`src/vpi_cfg.svh`:
```
// Constants for the video pre-amp serial control block
// Overview of operation
// - Source bit 0: vblank from vertical pin
// - Source bit 1: sandcastle vblank, brightness out
// - Pin mode: no brightness out, still mixed
// - Global bit 0 blanks video completely
// - Global bit 1 turns output stage off
// - Global bit 3 halves colour DAC range
// - Global bit 4 adds half brightness DAC
// - Slave address DCh write, DDh read
// - Slave acknowledges its own address byte and every byte the master sends after it
// - Increment bit 0 clear: next register address
// - Read starts at stored index, increments
// - Master acknowledges each read data byte but the last
// - Vblank enable ORs vertical with horizontal blank
// - Contrast, brightness writes apply during retrace
`ifndef VPI_CFG_SVH
`define VPI_CFG_SVH

// ****************************************
// Bus address and register indices
// ****************************************
`define VPI_SLAVE_ADDR   7'h6E
`define VPI_REG_RGAIN    4'h0
`define VPI_REG_BGAIN    4'h1
`define VPI_REG_GGAIN    4'h2
`define VPI_REG_CONTRAST 4'h3
`define VPI_REG_DAC1     4'h4
`define VPI_REG_DAC2     4'h5
`define VPI_REG_DAC3     4'h6
`define VPI_REG_BRIGHTNESS_DAC     4'h7
`define VPI_REG_OFFSET   4'h8
`define VPI_REG_GLOBAL   4'h9
`define VPI_REG_AUTO_INCREMENT_DISABLE     4'hA
`define VPI_REG_VBL      4'hB
`define VPI_REG_SRST     4'hF

// ****************************************
// Reset values
// ****************************************
`define VPI_RST_GAIN   8'h60
`define VPI_RST_DAC    8'h80
`define VPI_RST_OFFSET 8'h15
`define VPI_RST_GLOBAL 8'h00
`define VPI_RST_AUTO_INCREMENT_DISABLE   8'h00
`define VPI_RST_VBL    8'h04

// ****************************************
// Field positions
// ****************************************
`define VPI_GLB_BLANK  0
`define VPI_GLB_OFF    1
`define VPI_GLB_HALF   3
`define VPI_GLB_MIX    4
`define VPI_INC_DIS    0
`define VPI_VBL_EN     1
`define VPI_VBL_SRC    2
`define VPI_SRST_BIT   0

`endif

```
`src/vpi_pkg.sv`:
```
// Types for the video pre-amp serial control block
package vpi_pkg;
    // Byte engine states
    typedef enum logic [2:0] {
        ST_IDLE,
        ST_ADDR,
        ST_ADDR_ACK,
        ST_WRX,
        ST_WR_ACK,
        ST_RD,
        ST_RD_ACK
    } vpi_state_t;
endpackage

```
`src/vpi_i2c_ctrl.sv`:
```
// Serial slave, register file and control-bit logic of the pre-amp
`timescale 1ns/100ps
`include "vpi_cfg.svh"

module vpi_i2c_ctrl (
    input  wire logic       clk,
    input  wire logic       reset_n,
    input  wire logic       scl,              // Bus clock level, sampled
    input  wire logic       sdaIn,            // Bus data level
    output logic            sdaOut,           // Always 0 when driving
    output logic            sdaOe,            // High pulls data low
    input  wire logic       vertPinIn,        // Logic vblank on vertical pin
    input  wire logic       sandcastleVblank, // Vblank decoded from clamp pin
    input  wire logic       horzBlank,        // Horizontal blank
    output logic            vertPinOe,        // Brightness DAC drives vertical pin
    output logic            videoBlank,       // Outputs at blank level
    output logic            outputStageOn,    // Low leaves output at high impedance
    output logic [6:0]      redGain,
    output logic [6:0]      blueGain,
    output logic [6:0]      greenGain,
    output logic [6:0]      contrast,         // Active contrast value
    output logic [8:0]      colorBalanceDac1, // Colour DAC levels, 9 bits for mix
    output logic [8:0]      colorBalanceDac2,
    output logic [8:0]      colorBalanceDac3,
    output logic [7:0]      brightnessDac,    // Active brightness DAC value
    output logic [7:0]      offsetOsd         // Offset and OSD contrast field
);

    // ****************************************
    // Bus line sampling
    // ****************************************
    logic sclQ_r, sdaQ_r;  // Previous levels for edge and condition detect
    always_ff @(posedge clk) begin
        if (!reset_n) begin
            sclQ_r <= 1'b1;
            sdaQ_r <= 1'b1;
        end else begin
            sclQ_r <= scl;
            sdaQ_r <= sdaIn;
        end
    end
    wire sclRise = scl & ~sclQ_r;
    wire sclFall = ~scl & sclQ_r;
    wire startCond = scl & sclQ_r & sdaQ_r & ~sdaIn;
    wire stopCond  = scl & sclQ_r & ~sdaQ_r & sdaIn;

    // ****************************************
    // Register storage
    // ****************************************
    logic [7:0] regs_r [0:15];     // Shadow copies written by the bus
    logic [6:0] contrastAct_r;     // Contrast as applied to video
    logic [7:0] dac4Act_r;         // Brightness as applied
    logic [3:0] index_r;           // Register pointer
    logic [7:0] shift_r;           // Incoming or outgoing byte
    logic [2:0] bitCnt_r;          // Position of the current bit in the byte
    logic       gotIndex_r;        // Index byte already taken
    logic       nackMaster_r;      // Master ended the read
    vpi_pkg::vpi_state_t state_r;

    // Reads of unused indices return zero
    function automatic logic [7:0] readReg(input logic [3:0] idx);
        if (idx == `VPI_REG_CONTRAST)
            readReg = {1'b0, contrastAct_r};
        else if (idx == `VPI_REG_BRIGHTNESS_DAC)
            readReg = dac4Act_r;
        else if (idx <= `VPI_REG_VBL)
            readReg = regs_r[idx];
        else
            readReg = 8'h00;
    endfunction

    // Pointer step, frozen when increment is disabled
    function automatic logic [3:0] nextIndex(input logic [3:0] idx);
        if (regs_r[`VPI_REG_AUTO_INCREMENT_DISABLE][`VPI_INC_DIS])
            nextIndex = idx;
        else
            nextIndex = idx + 4'h1;
    endfunction

    // Word that the pointer addresses, for the first bit of a read byte
    wire [7:0] rdWord = readReg(index_r);

    wire byteDone = sclRise && (bitCnt_r == 3'h0);
    wire [7:0] rxByte = {shift_r[6:0], sdaIn};
    wire vbEnable = regs_r[`VPI_REG_VBL][`VPI_VBL_EN];
    wire vbSource = regs_r[`VPI_REG_VBL][`VPI_VBL_SRC];
    // Vertical blank from pin or from the clamp-pin decoder
    wire vBlankNow = vbSource ? sandcastleVblank : vertPinIn;
    wire swReset = (state_r == vpi_pkg::ST_WRX) && byteDone && gotIndex_r
                   && (index_r == `VPI_REG_SRST) && rxByte[`VPI_SRST_BIT];

    // ****************************************
    // Byte engine
    // ****************************************
    always_ff @(posedge clk) begin
        if (!reset_n) begin
            state_r      <= vpi_pkg::ST_IDLE;
            bitCnt_r     <= 3'h7;
            shift_r      <= 8'h00;
            gotIndex_r   <= 1'b0;
            nackMaster_r <= 1'b0;
            index_r      <= 4'h0;
        end else if (stopCond) begin
            state_r <= vpi_pkg::ST_IDLE;
        end else if (startCond) begin
            state_r    <= vpi_pkg::ST_ADDR;
            bitCnt_r   <= 3'h7;
            gotIndex_r <= 1'b0;
        end else begin
            unique case (state_r)
                vpi_pkg::ST_IDLE: begin
                end
                vpi_pkg::ST_ADDR: begin
                    if (sclRise) begin
                        shift_r  <= rxByte;
                        bitCnt_r <= bitCnt_r - 3'h1;
                    end
                    if (byteDone) begin
                        // Only our address is acknowledged
                        if (rxByte[7:1] == `VPI_SLAVE_ADDR)
                            state_r <= vpi_pkg::ST_ADDR_ACK;
                        else
                            state_r <= vpi_pkg::ST_IDLE;
                    end
                end
                vpi_pkg::ST_ADDR_ACK: begin
                    // Leave acknowledge slot on its falling edge
                    if (sclFall && sdaOe) begin
                        bitCnt_r <= 3'h7;
                        if (shift_r[0]) begin
                            state_r <= vpi_pkg::ST_RD;
                            shift_r <= readReg(index_r);
                        end else begin
                            state_r <= vpi_pkg::ST_WRX;
                        end
                    end
                end
                vpi_pkg::ST_WRX: begin
                    if (sclRise) begin
                        shift_r  <= rxByte;
                        bitCnt_r <= bitCnt_r - 3'h1;
                    end
                    if (byteDone) begin
                        state_r <= vpi_pkg::ST_WR_ACK;
                        if (!gotIndex_r) begin
                            index_r    <= rxByte[3:0];
                            gotIndex_r <= 1'b1;
                        end else begin
                            index_r <= nextIndex(index_r);
                        end
                    end
                end
                vpi_pkg::ST_WR_ACK: begin
                    if (sclFall && sdaOe) begin
                        state_r  <= vpi_pkg::ST_WRX;
                        bitCnt_r <= 3'h7;
                    end
                end
                vpi_pkg::ST_RD: begin
                    // Each bit stands from one falling edge to the next; bit 0 leads into the ack slot
                    if (sclFall) begin
                        if (bitCnt_r == 3'h0) begin
                            state_r <= vpi_pkg::ST_RD_ACK;
                            index_r <= index_r + 4'h1;
                        end else begin
                            shift_r  <= {shift_r[6:0], 1'b0};
                            bitCnt_r <= bitCnt_r - 3'h1;
                        end
                    end
                end
                vpi_pkg::ST_RD_ACK: begin
                    // Master acknowledge decides whether to continue
                    if (sclRise)
                        nackMaster_r <= sdaIn;
                    if (sclFall) begin
                        if (nackMaster_r) begin
                            state_r <= vpi_pkg::ST_IDLE;
                        end else begin
                            state_r  <= vpi_pkg::ST_RD;
                            bitCnt_r <= 3'h7;
                            shift_r  <= readReg(index_r);
                        end
                    end
                end
                default: state_r <= vpi_pkg::ST_IDLE;
            endcase
        end
    end

    // ****************************************
    // Data line drive
    // ****************************************
    // Changed only after a falling bus clock: a move in the high phase
    // would look like a start or stop to every device on the bus
    always_ff @(posedge clk) begin
        if (!reset_n) begin
            sdaOe  <= 1'b0;
            sdaOut <= 1'b0;
        end else if (startCond || stopCond) begin
            sdaOe <= 1'b0;
        end else if (sclFall) begin
            unique case (state_r)
                vpi_pkg::ST_ADDR_ACK: begin
                    // Ack slot opens; on its end a read puts out bit 7 at once
                    if (sdaOe)
                        sdaOe <= shift_r[0] & ~rdWord[7];
                    else
                        sdaOe <= 1'b1;
                end
                vpi_pkg::ST_WR_ACK:
                    sdaOe <= ~sdaOe;
                vpi_pkg::ST_RD:
                    // Next bit, or release after bit 0 for the master
                    sdaOe <= (bitCnt_r != 3'h0) & ~shift_r[6];
                vpi_pkg::ST_RD_ACK:
                    // Next byte only after a master acknowledge
                    sdaOe <= ~nackMaster_r & ~rdWord[7];
                default:
                    sdaOe <= 1'b0;
            endcase
        end
    end

    // ****************************************
    // Register writes
    // ****************************************
    always_ff @(posedge clk) begin
        if (!reset_n || swReset) begin
            for (int i = 0; i < 16; i++)
                regs_r[i] <= 8'h00;
            regs_r[`VPI_REG_RGAIN]    <= `VPI_RST_GAIN;
            regs_r[`VPI_REG_BGAIN]    <= `VPI_RST_GAIN;
            regs_r[`VPI_REG_GGAIN]    <= `VPI_RST_GAIN;
            regs_r[`VPI_REG_CONTRAST] <= `VPI_RST_GAIN;
            regs_r[`VPI_REG_DAC1]     <= `VPI_RST_DAC;
            regs_r[`VPI_REG_DAC2]     <= `VPI_RST_DAC;
            regs_r[`VPI_REG_DAC3]     <= `VPI_RST_DAC;
            regs_r[`VPI_REG_BRIGHTNESS_DAC]     <= `VPI_RST_DAC;
            regs_r[`VPI_REG_OFFSET]   <= `VPI_RST_OFFSET;
            regs_r[`VPI_REG_GLOBAL]   <= `VPI_RST_GLOBAL;
            regs_r[`VPI_REG_AUTO_INCREMENT_DISABLE]     <= `VPI_RST_AUTO_INCREMENT_DISABLE;
            regs_r[`VPI_REG_VBL]      <= `VPI_RST_VBL;
        end else if (state_r == vpi_pkg::ST_WRX && byteDone && gotIndex_r
                     && index_r <= `VPI_REG_VBL) begin
            regs_r[index_r] <= rxByte;
        end
    end

    // Contrast and brightness wait for retrace when vblank is enabled
    always_ff @(posedge clk) begin
        if (!reset_n || swReset) begin
            contrastAct_r <= 7'(`VPI_RST_GAIN);
            dac4Act_r     <= `VPI_RST_DAC;
        end else if (!vbEnable || vBlankNow) begin
            contrastAct_r <= regs_r[`VPI_REG_CONTRAST][6:0];
            dac4Act_r     <= regs_r[`VPI_REG_BRIGHTNESS_DAC];
        end
    end

    // ****************************************
    // Video control outputs
    // ****************************************
    logic [8:0] mix;  // Half brightness term, or zero
    always_comb begin
        mix = regs_r[`VPI_REG_GLOBAL][`VPI_GLB_MIX] ? {2'b00, dac4Act_r[7:1]} : 9'h000;
    end

    // Colour DAC level with optional half range and brightness mix
    function automatic logic [8:0] dacLevel(input logic [7:0] code, input logic [8:0] add);
        if (regs_r[`VPI_REG_GLOBAL][`VPI_GLB_HALF])
            dacLevel = {2'b00, code[7:1]} + add;
        else
            dacLevel = {1'b0, code} + add;
    endfunction

    always_ff @(posedge clk) begin
        if (!reset_n) begin
            videoBlank       <= 1'b0;
            outputStageOn    <= 1'b1;
            vertPinOe        <= 1'b1;
            redGain          <= 7'h00;
            blueGain         <= 7'h00;
            greenGain        <= 7'h00;
            contrast         <= 7'h00;
            colorBalanceDac1 <= 9'h000;
            colorBalanceDac2 <= 9'h000;
            colorBalanceDac3 <= 9'h000;
            brightnessDac    <= 8'h00;
            offsetOsd        <= 8'h00;
        end else begin
            videoBlank <= regs_r[`VPI_REG_GLOBAL][`VPI_GLB_BLANK]
                          | horzBlank | (vbEnable & vBlankNow);
            outputStageOn    <= ~regs_r[`VPI_REG_GLOBAL][`VPI_GLB_OFF];
            vertPinOe        <= vbSource;
            redGain          <= regs_r[`VPI_REG_RGAIN][6:0];
            blueGain         <= regs_r[`VPI_REG_BGAIN][6:0];
            greenGain        <= regs_r[`VPI_REG_GGAIN][6:0];
            contrast         <= contrastAct_r;
            colorBalanceDac1 <= dacLevel(regs_r[`VPI_REG_DAC1], mix);
            colorBalanceDac2 <= dacLevel(regs_r[`VPI_REG_DAC2], mix);
            colorBalanceDac3 <= dacLevel(regs_r[`VPI_REG_DAC3], mix);
            brightnessDac    <= dac4Act_r;
            offsetOsd        <= regs_r[`VPI_REG_OFFSET];
        end
    end

endmodule // vpi_i2c_ctrl

```
`config.mk`:
```
export PLATFORM = sky130hd
export DESIGN_NAME = vpi_i2c_ctrl
export DESIGN_NICKNAME = d
export VERILOG_FILES = /design/src/vpi_pkg.sv /design/src/vpi_i2c_ctrl.sv
export VERILOG_INCLUDE_DIRS = /design/src
export SDC_FILE = /design/constraint.sdc
export NUM_CORES = 1
export LEC_CHECK = 0
export ABC_CLOCK_PERIOD_IN_PS = 2500
export BUFFER_PORTS_ARGS = -buffer_cell sky130_fd_sc_hd__clkbuf_2
export CAP_MARGIN = 40
export CORE_ASPECT_RATIO = 0.75
export CORE_UTILIZATION = 40
export DETAILED_ROUTE_END_ITERATION = 16
export SYNTH_ARGS = -nofsm -noshare
export SYNTH_HDL_FRONTEND = slang
export SYNTH_SLANG_ARGS = --single-unit
```
`constraint.sdc`:
```
create_clock -name clk -period 2.5 [get_ports clk]
set_input_delay 0.25 -clock clk [delete_from_list [all_inputs] [get_ports clk]]
set_output_delay 0.25 -clock clk [all_outputs]
set_load 0.02 [all_outputs]
```
**Word level (Yosys, flattened, before mapping)**

Memories as Yosys holds them, arrays and structs flattened. A register that Yosys moved wholly into a read port is not among the register bits.
Index checks and enable logic that the tools add are counted.

- Register bits after elaboration: 67
- Latch bits: 0
- Memory bits (writable): 128
- ROM bits: 0
- Bits of input ports: 7
- Output and inout port bits: 76
- Logic and storage cells: 208
- Memories kept: 1

- Add/subtract/negate cells: 8
- Multipliers: 0
- Div/mod/pow operators: 0
- Magnitude comparators: 1
- Eq/ne operators: 34
- Shifts and indexed selects: 0
- Mux-type cells: 69
- Bitwise operators: 38
- Reduce and logical (&&, ||, !) cells: 38

Memories:

| memory | words | width | rd ports | clocked after Yosys merged registers in | wr ports | RTL line | RTL |
|---|---|---|---|---|---|---|---|
| regs_r | 16 | 8 | 13 | 7 | 16 | vpi_i2c_ctrl.sv:50 | `logic [7:0] regs_r [0:15];` |

Operators by type and width:

| operator | count |
|---|---|
| $mux W8 | 16 |
| $mux W7 | 8 |
| $mux W3 | 16 |
| $mux W4 | 8 |
| $ne A3 B3 Y1 const B | 10 |
| $pmux W7 S4 | 1 |
| $add A8 B7 Y9 | 3 |
| $mux W9 | 3 |
| $add A7 B7 Y8 | 3 |
| $reduce_and A8 Y1 | 3 |
| $ne A2 B2 Y1 const B | 11 |
| $pmux W3 S7 | 1 |
| $or A1 B1 Y1 | 14 |
| $not A1 Y1 | 13 |
| $mux W1 | 12 |
| $pmux W3 S4 | 1 |
| $and A1 B1 Y1 | 11 |
| $reduce_and A10 Y1 | 1 |
| $eq A3 B3 Y1 const B | 3 |
| $reduce_and A9 Y1 | 1 |
| $pmux W4 S2 | 1 |
| $reduce_or A2 Y1 | 4 |
| $reduce_or A8 Y1 | 1 |
| $eq A7 B7 Y1 const B | 1 |
| other kinds (24) | 42 |

**Depth between registers and ports, before layout**

Gate-level depths: netlist of the first run.

- Depth in word-level cells: 12
- Mapped depth: 10
- Depth with buffers taken out: 10

**Worst setup path before layout of the first run**

OpenSTA, ideal clock, no wires.

- Kind: flip-flop to flip-flop
- Start: memory regs_r[9][4]
- End: register colorBalanceDac3[7]
- Setup time: 74 ps
- Arrival: 2225 ps
- Required time: 2426 ps
- Path slack: 201 ps
- Stages on the path, launching flop included: 10
- Path buffers: 0
- Clock period less this slack: 2299 ps
- Path through: edfxtp_1 > nand2_1 > inv_1 > ha_1 > a21oi_1 > nor2b_1 > o31a_1 > o41ai_1 > mux2_2 > o21ai_0

RTL lines:

| item | RTL line | RTL |
|---|---|---|
| start: declaration | vpi_i2c_ctrl.sv:50 |  |
| end signal: assignment | vpi_i2c_ctrl.sv:301 | `` colorBalanceDac3 <= dacLevel(regs_r[`VPI_REG_DAC3], mix); `` |
| end: declaration | vpi_i2c_ctrl.sv:24 | `output logic [8:0] colorBalanceDac3,` |

==> results.txt, run 1 <==
Status = finished clean
Most frequent cells in the layout = edfxtp_1 (128), dfxtp_1 (113), nor2_1 (84), clkbuf_2 (81), and3_1 (71)
CP Data Required Time = 2.78 ns
Mean Syn Cell Area = 11.5 um2
Library cells used by synthesis = 76
Final hold vios = 0
Placement row count = 53
Commonest non-fill, non-tap cell in the layout = edfxtp_1
Die area = 30100 um2
Routed Antenna Nets = 0
Pwr/cell area = 663 nW/um2
Die Height = 151 um
Max H-tree Level = 1
Vias per inst = 5.22
Critical Path Source Type = flop
Layout cell share with drive strength beyond 1 = 22.3%
Final Max Slew Viols = 0
Wirelength per Cell = 19.0 um
Non-Filler Instances = 1577
Worst Skew = 0.0191 ns
Final Cycle Share = 95.1%
Crit Path Max Fanout = 15
EDFF count, synth = 128
Synth area leaders = edfxtp_1 (33%), dfxtp_1 (20%), mux4_2 (6.1%)
Synth-to-Final Area Change = 18.1%
Main synth FF type = edfxtp_1
Iter 0 DRT Violations = 692
Slew margin rel. = 50.8%
WP data arrival = 2.65 ns
Seq cells post-synth = 243
RR Startpoint = bitCnt_r[0]
Xor/xnor share of the synthesized area = 2.01%
Worst-Margin Slew = 0.737 ns
Final HPWL DP = 21300 um
Cells after DPL = 1522
Max Freq = 421 MHz
Vias = 8233
Final WS setup = 0.123 ns
First-pass GRT wire length = 45900 um
Drt pass-1 iters = 5
Top-area cell type share of the netlist area = 32.7%
Syn Inst Count = 1025
Sequential fraction of the synthesis area = 52.2%
Maximum root-to-sink buffer count = 3
Clock tree sinks = 243
PortBufs = 81
Nets = 1232
IO Pins = 83
GRT Util Overall = 20.3%
Core Util, Final = 48.9%
Clk root buf = clkbuf_16
Initial antenna violation count = 1
CTS tree = yes
Routability cong. = 0.832
Syn Std Cell Area = 11800 um2
Pre-CTS setup slack = 0.104 ns
DRC = 0
Synth async-reset ratio = 0%
Peak supply drop = 386 uV
Worst-Skew Late Latency = 0.54 ns
Total gr overflow = 0
Hold_sp = scl
Min-delay worst type = in -> reg
CP endpoint kind = flop
Adder-Cell Fraction of Synth Area = 6.21%
Crit Path Class = reg -> reg
Largest net degree at the start of global routing = 36
Worst Setup SP = bitCnt_r[0]
Setup violators final = 0
Total wire length = 29900 um
Leading area contributor after synthesis = edfxtp_1
Synth Area in Compound Gates = 8.47%
Hold_ws = 0.0661 ns
Yosys warnings = 0
Area share of and/or/nand/nor cells after synthesis = 18.3%
Vias in the first global route = 7767
Fin crit period = 2.38 ns
Core box area = 28400 um2
Max-cap violations = 0
Clk slew on worst S/H paths = 0.06 ns
Multiplexer share of the synthesized area = 9.19%
CTS buffer count = 26
P_leak = 5.81 nW
Initial core utilization = 41.4%
Chip width = 200 um
Tot Pwr = 0.00922 W
Largest family of logic cells by synthesized area = simple AND/OR/NAND/NOR gates
[power breakdown]
part           total [W]  internal [W]  switching, W
clock            0.00377       0.00219       0.00157
combinational   0.000899      0.000370      0.000529
sequential       0.00455       0.00443      0.000125
total            0.00922       0.00699       0.00223
[registers in the layout, indices dropped and copies added (netlist names), 3 cells and up, named ones only]
signal and count:
regs_r 128, colorBalanceDac1 9, colorBalanceDac2 9, colorBalanceDac3 9, brightnessDac 8, dac4Act_r 8
offsetOsd 8, blueGain 7, contrastAct_r 7, contrast 7, greenGain 7, redGain 7
shift_r 7, index_r 4, bitCnt_r 3, state_r 3
[through the flow]
step | area (um2) | TNS [ns]
floorplan | 11900 | 0
global placement | 13000 | 0
detailed placement | 13000 | 0
CTS | 13800 | 0
global route | 13900 | -0.0154
finish | 13900 | 0
[path summary, 6_finish.rpt]
check | to | depth (start not counted) | slack [ns]
hold reg to reg | outputStageOn | 1 | 0.47
hold / removal | sclQ_r | 2 | 0.07
setup / recovery | regs_r[8][4] | 10 | 0.12
setup reg to reg | regs_r[8][4] | 10 | 0.12
[critical path, stage by stage, from the launching register on]
cell and delay [ns]:
dfxtp_1 0.31, inv_1 0.10, ha_1 0.20, nand2b_1 0.12
nor3_2 0.22, nand4_1 0.14, buf_4 0.18, nor3b_4 0.23
buf_6 0.19, nand2_1 0.11, or2_2 0.32
[cells in the mapped netlist, drive strengths merged, types with 24 or more instances]
master	count
edfxtp	128
dfxtp	115
nor2	85
and3	71
and2	65
nand2	52
ha	48
clkbuf	35
o21ai	34
inv	32
mux4	32
nand2b	28
mux2i	27
buf	26
a21oi	24
[what timing repair did]
action / 4_1_cts / 5_1_grt
endpoints found under the setup margin: 0 / 31
setup buffers: 0 / 5
hold buffers: 1 / 0
resized for setup: 0 / 13
hold endpoints to repair: 1 / 0
[kinds of logic (layout without fill, tap and decap cells)]
logic type,count (synthesis),count (layout)
and+or+nand+nor,392,392
xor gates and xnor gates,27,27
adders and majority gates,55,55
buffers and inverters,95,229
AOI/OAI and AO/OA,145,145
muxes,67,67
other,1,34
DFF,243,243
[layout make-up]
type,count,area (um2)
tap,385,482
inverter,34,128
clock inverter,7,67.6
antenna,1,2.50
fill,2612,14500
sequential,243,6150
clock buffer,41,759
multi-input combinational,719,5380
timing repair buffer,147,936
[layer usage]
layer / vias up / GRT usage (%) / share of wire (%)
li1: 3971 / - / -
met1: 3943 / 30.7 / 49
met2: 284 / 29.8 / 43
met3: 35 / 4.12 / 7.4
met4: 0 / 3.97 / 1.5
met5: - / 0 / 0
Note: power is estimated with default switching activity, not from simulation.
==> run 2, diff against run 1 <==
--- a/config.mk
+++ b/config.mk
@@ -12,6 +12,7 @@
 export CORE_ASPECT_RATIO = 0.75
 export CORE_UTILIZATION = 40
 export DETAILED_ROUTE_END_ITERATION = 16
+export GPL_TIMING_DRIVEN = 0
 export SYNTH_ARGS = -nofsm -noshare
 export SYNTH_HDL_FRONTEND = slang
 export SYNTH_SLANG_ARGS = --single-unit
==> results.txt, run 2 (same netlist as run 1, synthesis figures left out) <==
Setup violators final = 0 (unchanged)
Worst-Skew Late Latency = 0.54 ns (about the same)
Clk slew on worst S/H paths = 0.06 ns (about the same)
Routed Antenna Nets = 0 (unchanged)
Largest net degree at the start of global routing = 18 (was 36)
Synth-to-Final Area Change = 20.8% (was 18.1%)
P_leak = 5.82 nW (was 5.81 nW)
Iter 0 DRT Violations = 710 (was 692)
Crit Path Class = reg -> reg (unchanged)
GRT Util Overall = 23.3% (was 20.3%)
Nets = 1249 (was 1232)
Routability cong. = 0.922 (was 0.832)
Die Height = 151 um (unchanged)
CTS buffer count = 26 (unchanged)
Critical Path Source Type = flop (unchanged)
Final Max Slew Viols = 0 (unchanged)
Maximum root-to-sink buffer count = 3 (unchanged)
Wirelength per Cell = 21.6 um (was 19.0 um)
Clk root buf = clkbuf_16 (unchanged)
Crit Path Max Fanout = 6 (was 15)
Total wire length = 34400 um (was 29900 um)
Commonest non-fill, non-tap cell in the layout = edfxtp_1 (unchanged)
Core box area = 28400 um2 (unchanged)
CP max stage delay = 0.51 ns (was 0.32 ns)
Layout cell share with drive strength beyond 1 = 25.0% (was 22.3%)
RSZ-0062 raised after global routing = true
Max H-tree Level = 1 (unchanged)
Peak supply drop = 447 uV (was 386 uV)
Non-Filler Instances = 1593 (was 1577)
Pwr/cell area = 689 nW/um2 (was 663 nW/um2)
Initial core utilization = 41.4% (unchanged)
Biggest register = regs_r (unchanged)
Hold_ws = 0.159 ns (was 0.0661 ns)
WP data arrival = 2.95 ns (was 2.65 ns)
Final WS setup = 0.00397 ns (was 0.123 ns)
Max Freq = 401 MHz (was 421 MHz)
Final hold vios = 0 (unchanged)
Clock tree sinks = 243 (unchanged)
DRC = 0 (unchanged)
CTS tree = yes (unchanged)
Vias per inst = 5.45 (was 5.22)
Placement row count = 53 (unchanged)
Final HPWL DP = 24900 um (was 21300 um)
Final Cycle Share = 99.8% (was 95.1%)
PortBufs = 80 (was 81)
Die area = 30100 um2 (unchanged)
Worst hold stages = 3 (was 2)
Worst r2r path cells = 8 (was 10)
Worst-Margin Slew = 0.834 ns (was 0.737 ns)
CP endpoint kind = flop (unchanged)
Worst Skew = 0.0135 ns (was 0.0191 ns)
CP Data Required Time = 2.95 ns (was 2.78 ns)
Vias = 8679 (was 8233)
Chip width = 200 um (unchanged)
Slowest CP cell = edfxtp_1 (was or2_2)
Total gr overflow = 0 (unchanged)
Fin crit period = 2.50 ns (was 2.38 ns)
Crit path cell chain = buf_6 > and2_4 > ha_4 > nor2b_2 > o31a_1 > o41ai_2 > mux2_2 > o21ai_0 (was inv_1 > ha_1 > nand2b_1 > nor3_2 > nand4_1 > buf_4 > nor3b_4 > buf_6 > nand2_1 > or2_2)
Slew margin rel. = 44.4% (was 50.8%)
Pre-CTS setup slack = -0.483 ns (was 0.104 ns)
Max-cap violations = 0 (unchanged)
Cells after DPL = 1523 (was 1522)
Min-delay worst type = in -> reg (unchanged)
Drt pass-1 iters = 5 (unchanged)
Antenna cells = 0 (was 1)
Initial antenna violation count = 4 (was 1)
IO Pins = 83 (unchanged)
Max reg flops = 128 (unchanged)
Most frequent cells in the layout = edfxtp_1 (128), dfxtp_1 (115), nor2_1 (84), clkbuf_2 (83), and3_1 (71) (was edfxtp_1 (128), dfxtp_1 (113), nor2_1 (84), clkbuf_2 (81), and3_1 (71))
Vias in the first global route = 8418 (was 7767)
First-pass GRT wire length = 51400 um (was 45900 um)
Status = finished clean (unchanged)
[run 2: critical path, delay by kind of cell, from the launching register on]
kind / cells / cell delay [ns]
adder cells (fa/ha/maj): 1 / 0.22
AO/OA/AOI/OAI: 3 / 0.79
AND/OR/NAND/NOR: 2 / 0.35
multiplexers: 1 / 0.36
flip-flops: 1 / 0.51
buffers and inverters: 1 / 0.18
[run 2: repair_timing]
item / 4_1_cts / 5_1_grt
pin swaps: 0 / 14
setup endpoints to repair: 99 / 152
hold buffers: 2 / 0
buffers inserted: 5 / 15
gates resized for setup: 17 / 67
endpoints found under the hold margin: 2 / 0
[run 2: cell type report]
cell class / count / area [um2]
plain buffers: 61 / 308
clock buffers: 35 / 736
clock inverters: 13 / 216
fillers: 2563 / 14200
inverters: 34 / 143
multi-input cells: 719 / 5600
flip-flops and latches: 243 / 6150
well taps: 385 / 482
repair buffers: 103 / 586
[run 2: metal layers]
metal  GRT usage (%)  up-vias  routed length (um)
met2            34.3      317               14600
met1            35.4     4304               16700
li1                -     4007                   -
met3            4.21       51                2430
met4            5.08        0                 642
met5               0        -                   0
[run 2: power breakdown]
| group | leakage (nW) | total [W] | switching (W) | internal [W] |
|---|---|---|---|---|
| combinational | 3.17 | 0.000962 | 0.000577 | 0.000385 |
| clock | 0.466 | 0.00429 | 0.00162 | 0.00268 |
| sequential | 2.18 | 0.00454 | 0.000118 | 0.00442 |
| total | 5.82 | 0.00980 | 0.00231 | 0.00749 |
[run 2: final timing paths]
path | from | end | slack (ns)
hold reg to reg | regs_r[9][1] | outputStageOn | 0.46
hold / removal | reset_n | colorBalanceDac3[8] | 0.16
setup reg to reg | regs_r[9][4] | colorBalanceDac3[7] | 0.004
setup / recovery | regs_r[9][4] | colorBalanceDac3[7] | 0.004
[run 2: metrics by stage]
stage	TNS, ns	power [W]	utilization, %	area (um2)
after floorplan	0	0.00521	-	11900
after global placement	-26.08	0.00550	44.9	12800
after detailed placement	-30.51	0.00552	44.9	12800
after CTS	-0.105	0.00981	48.7	13800
after global routing	-0.208	0.0101	50.0	14200
final	0	0.00980	50.0	14200
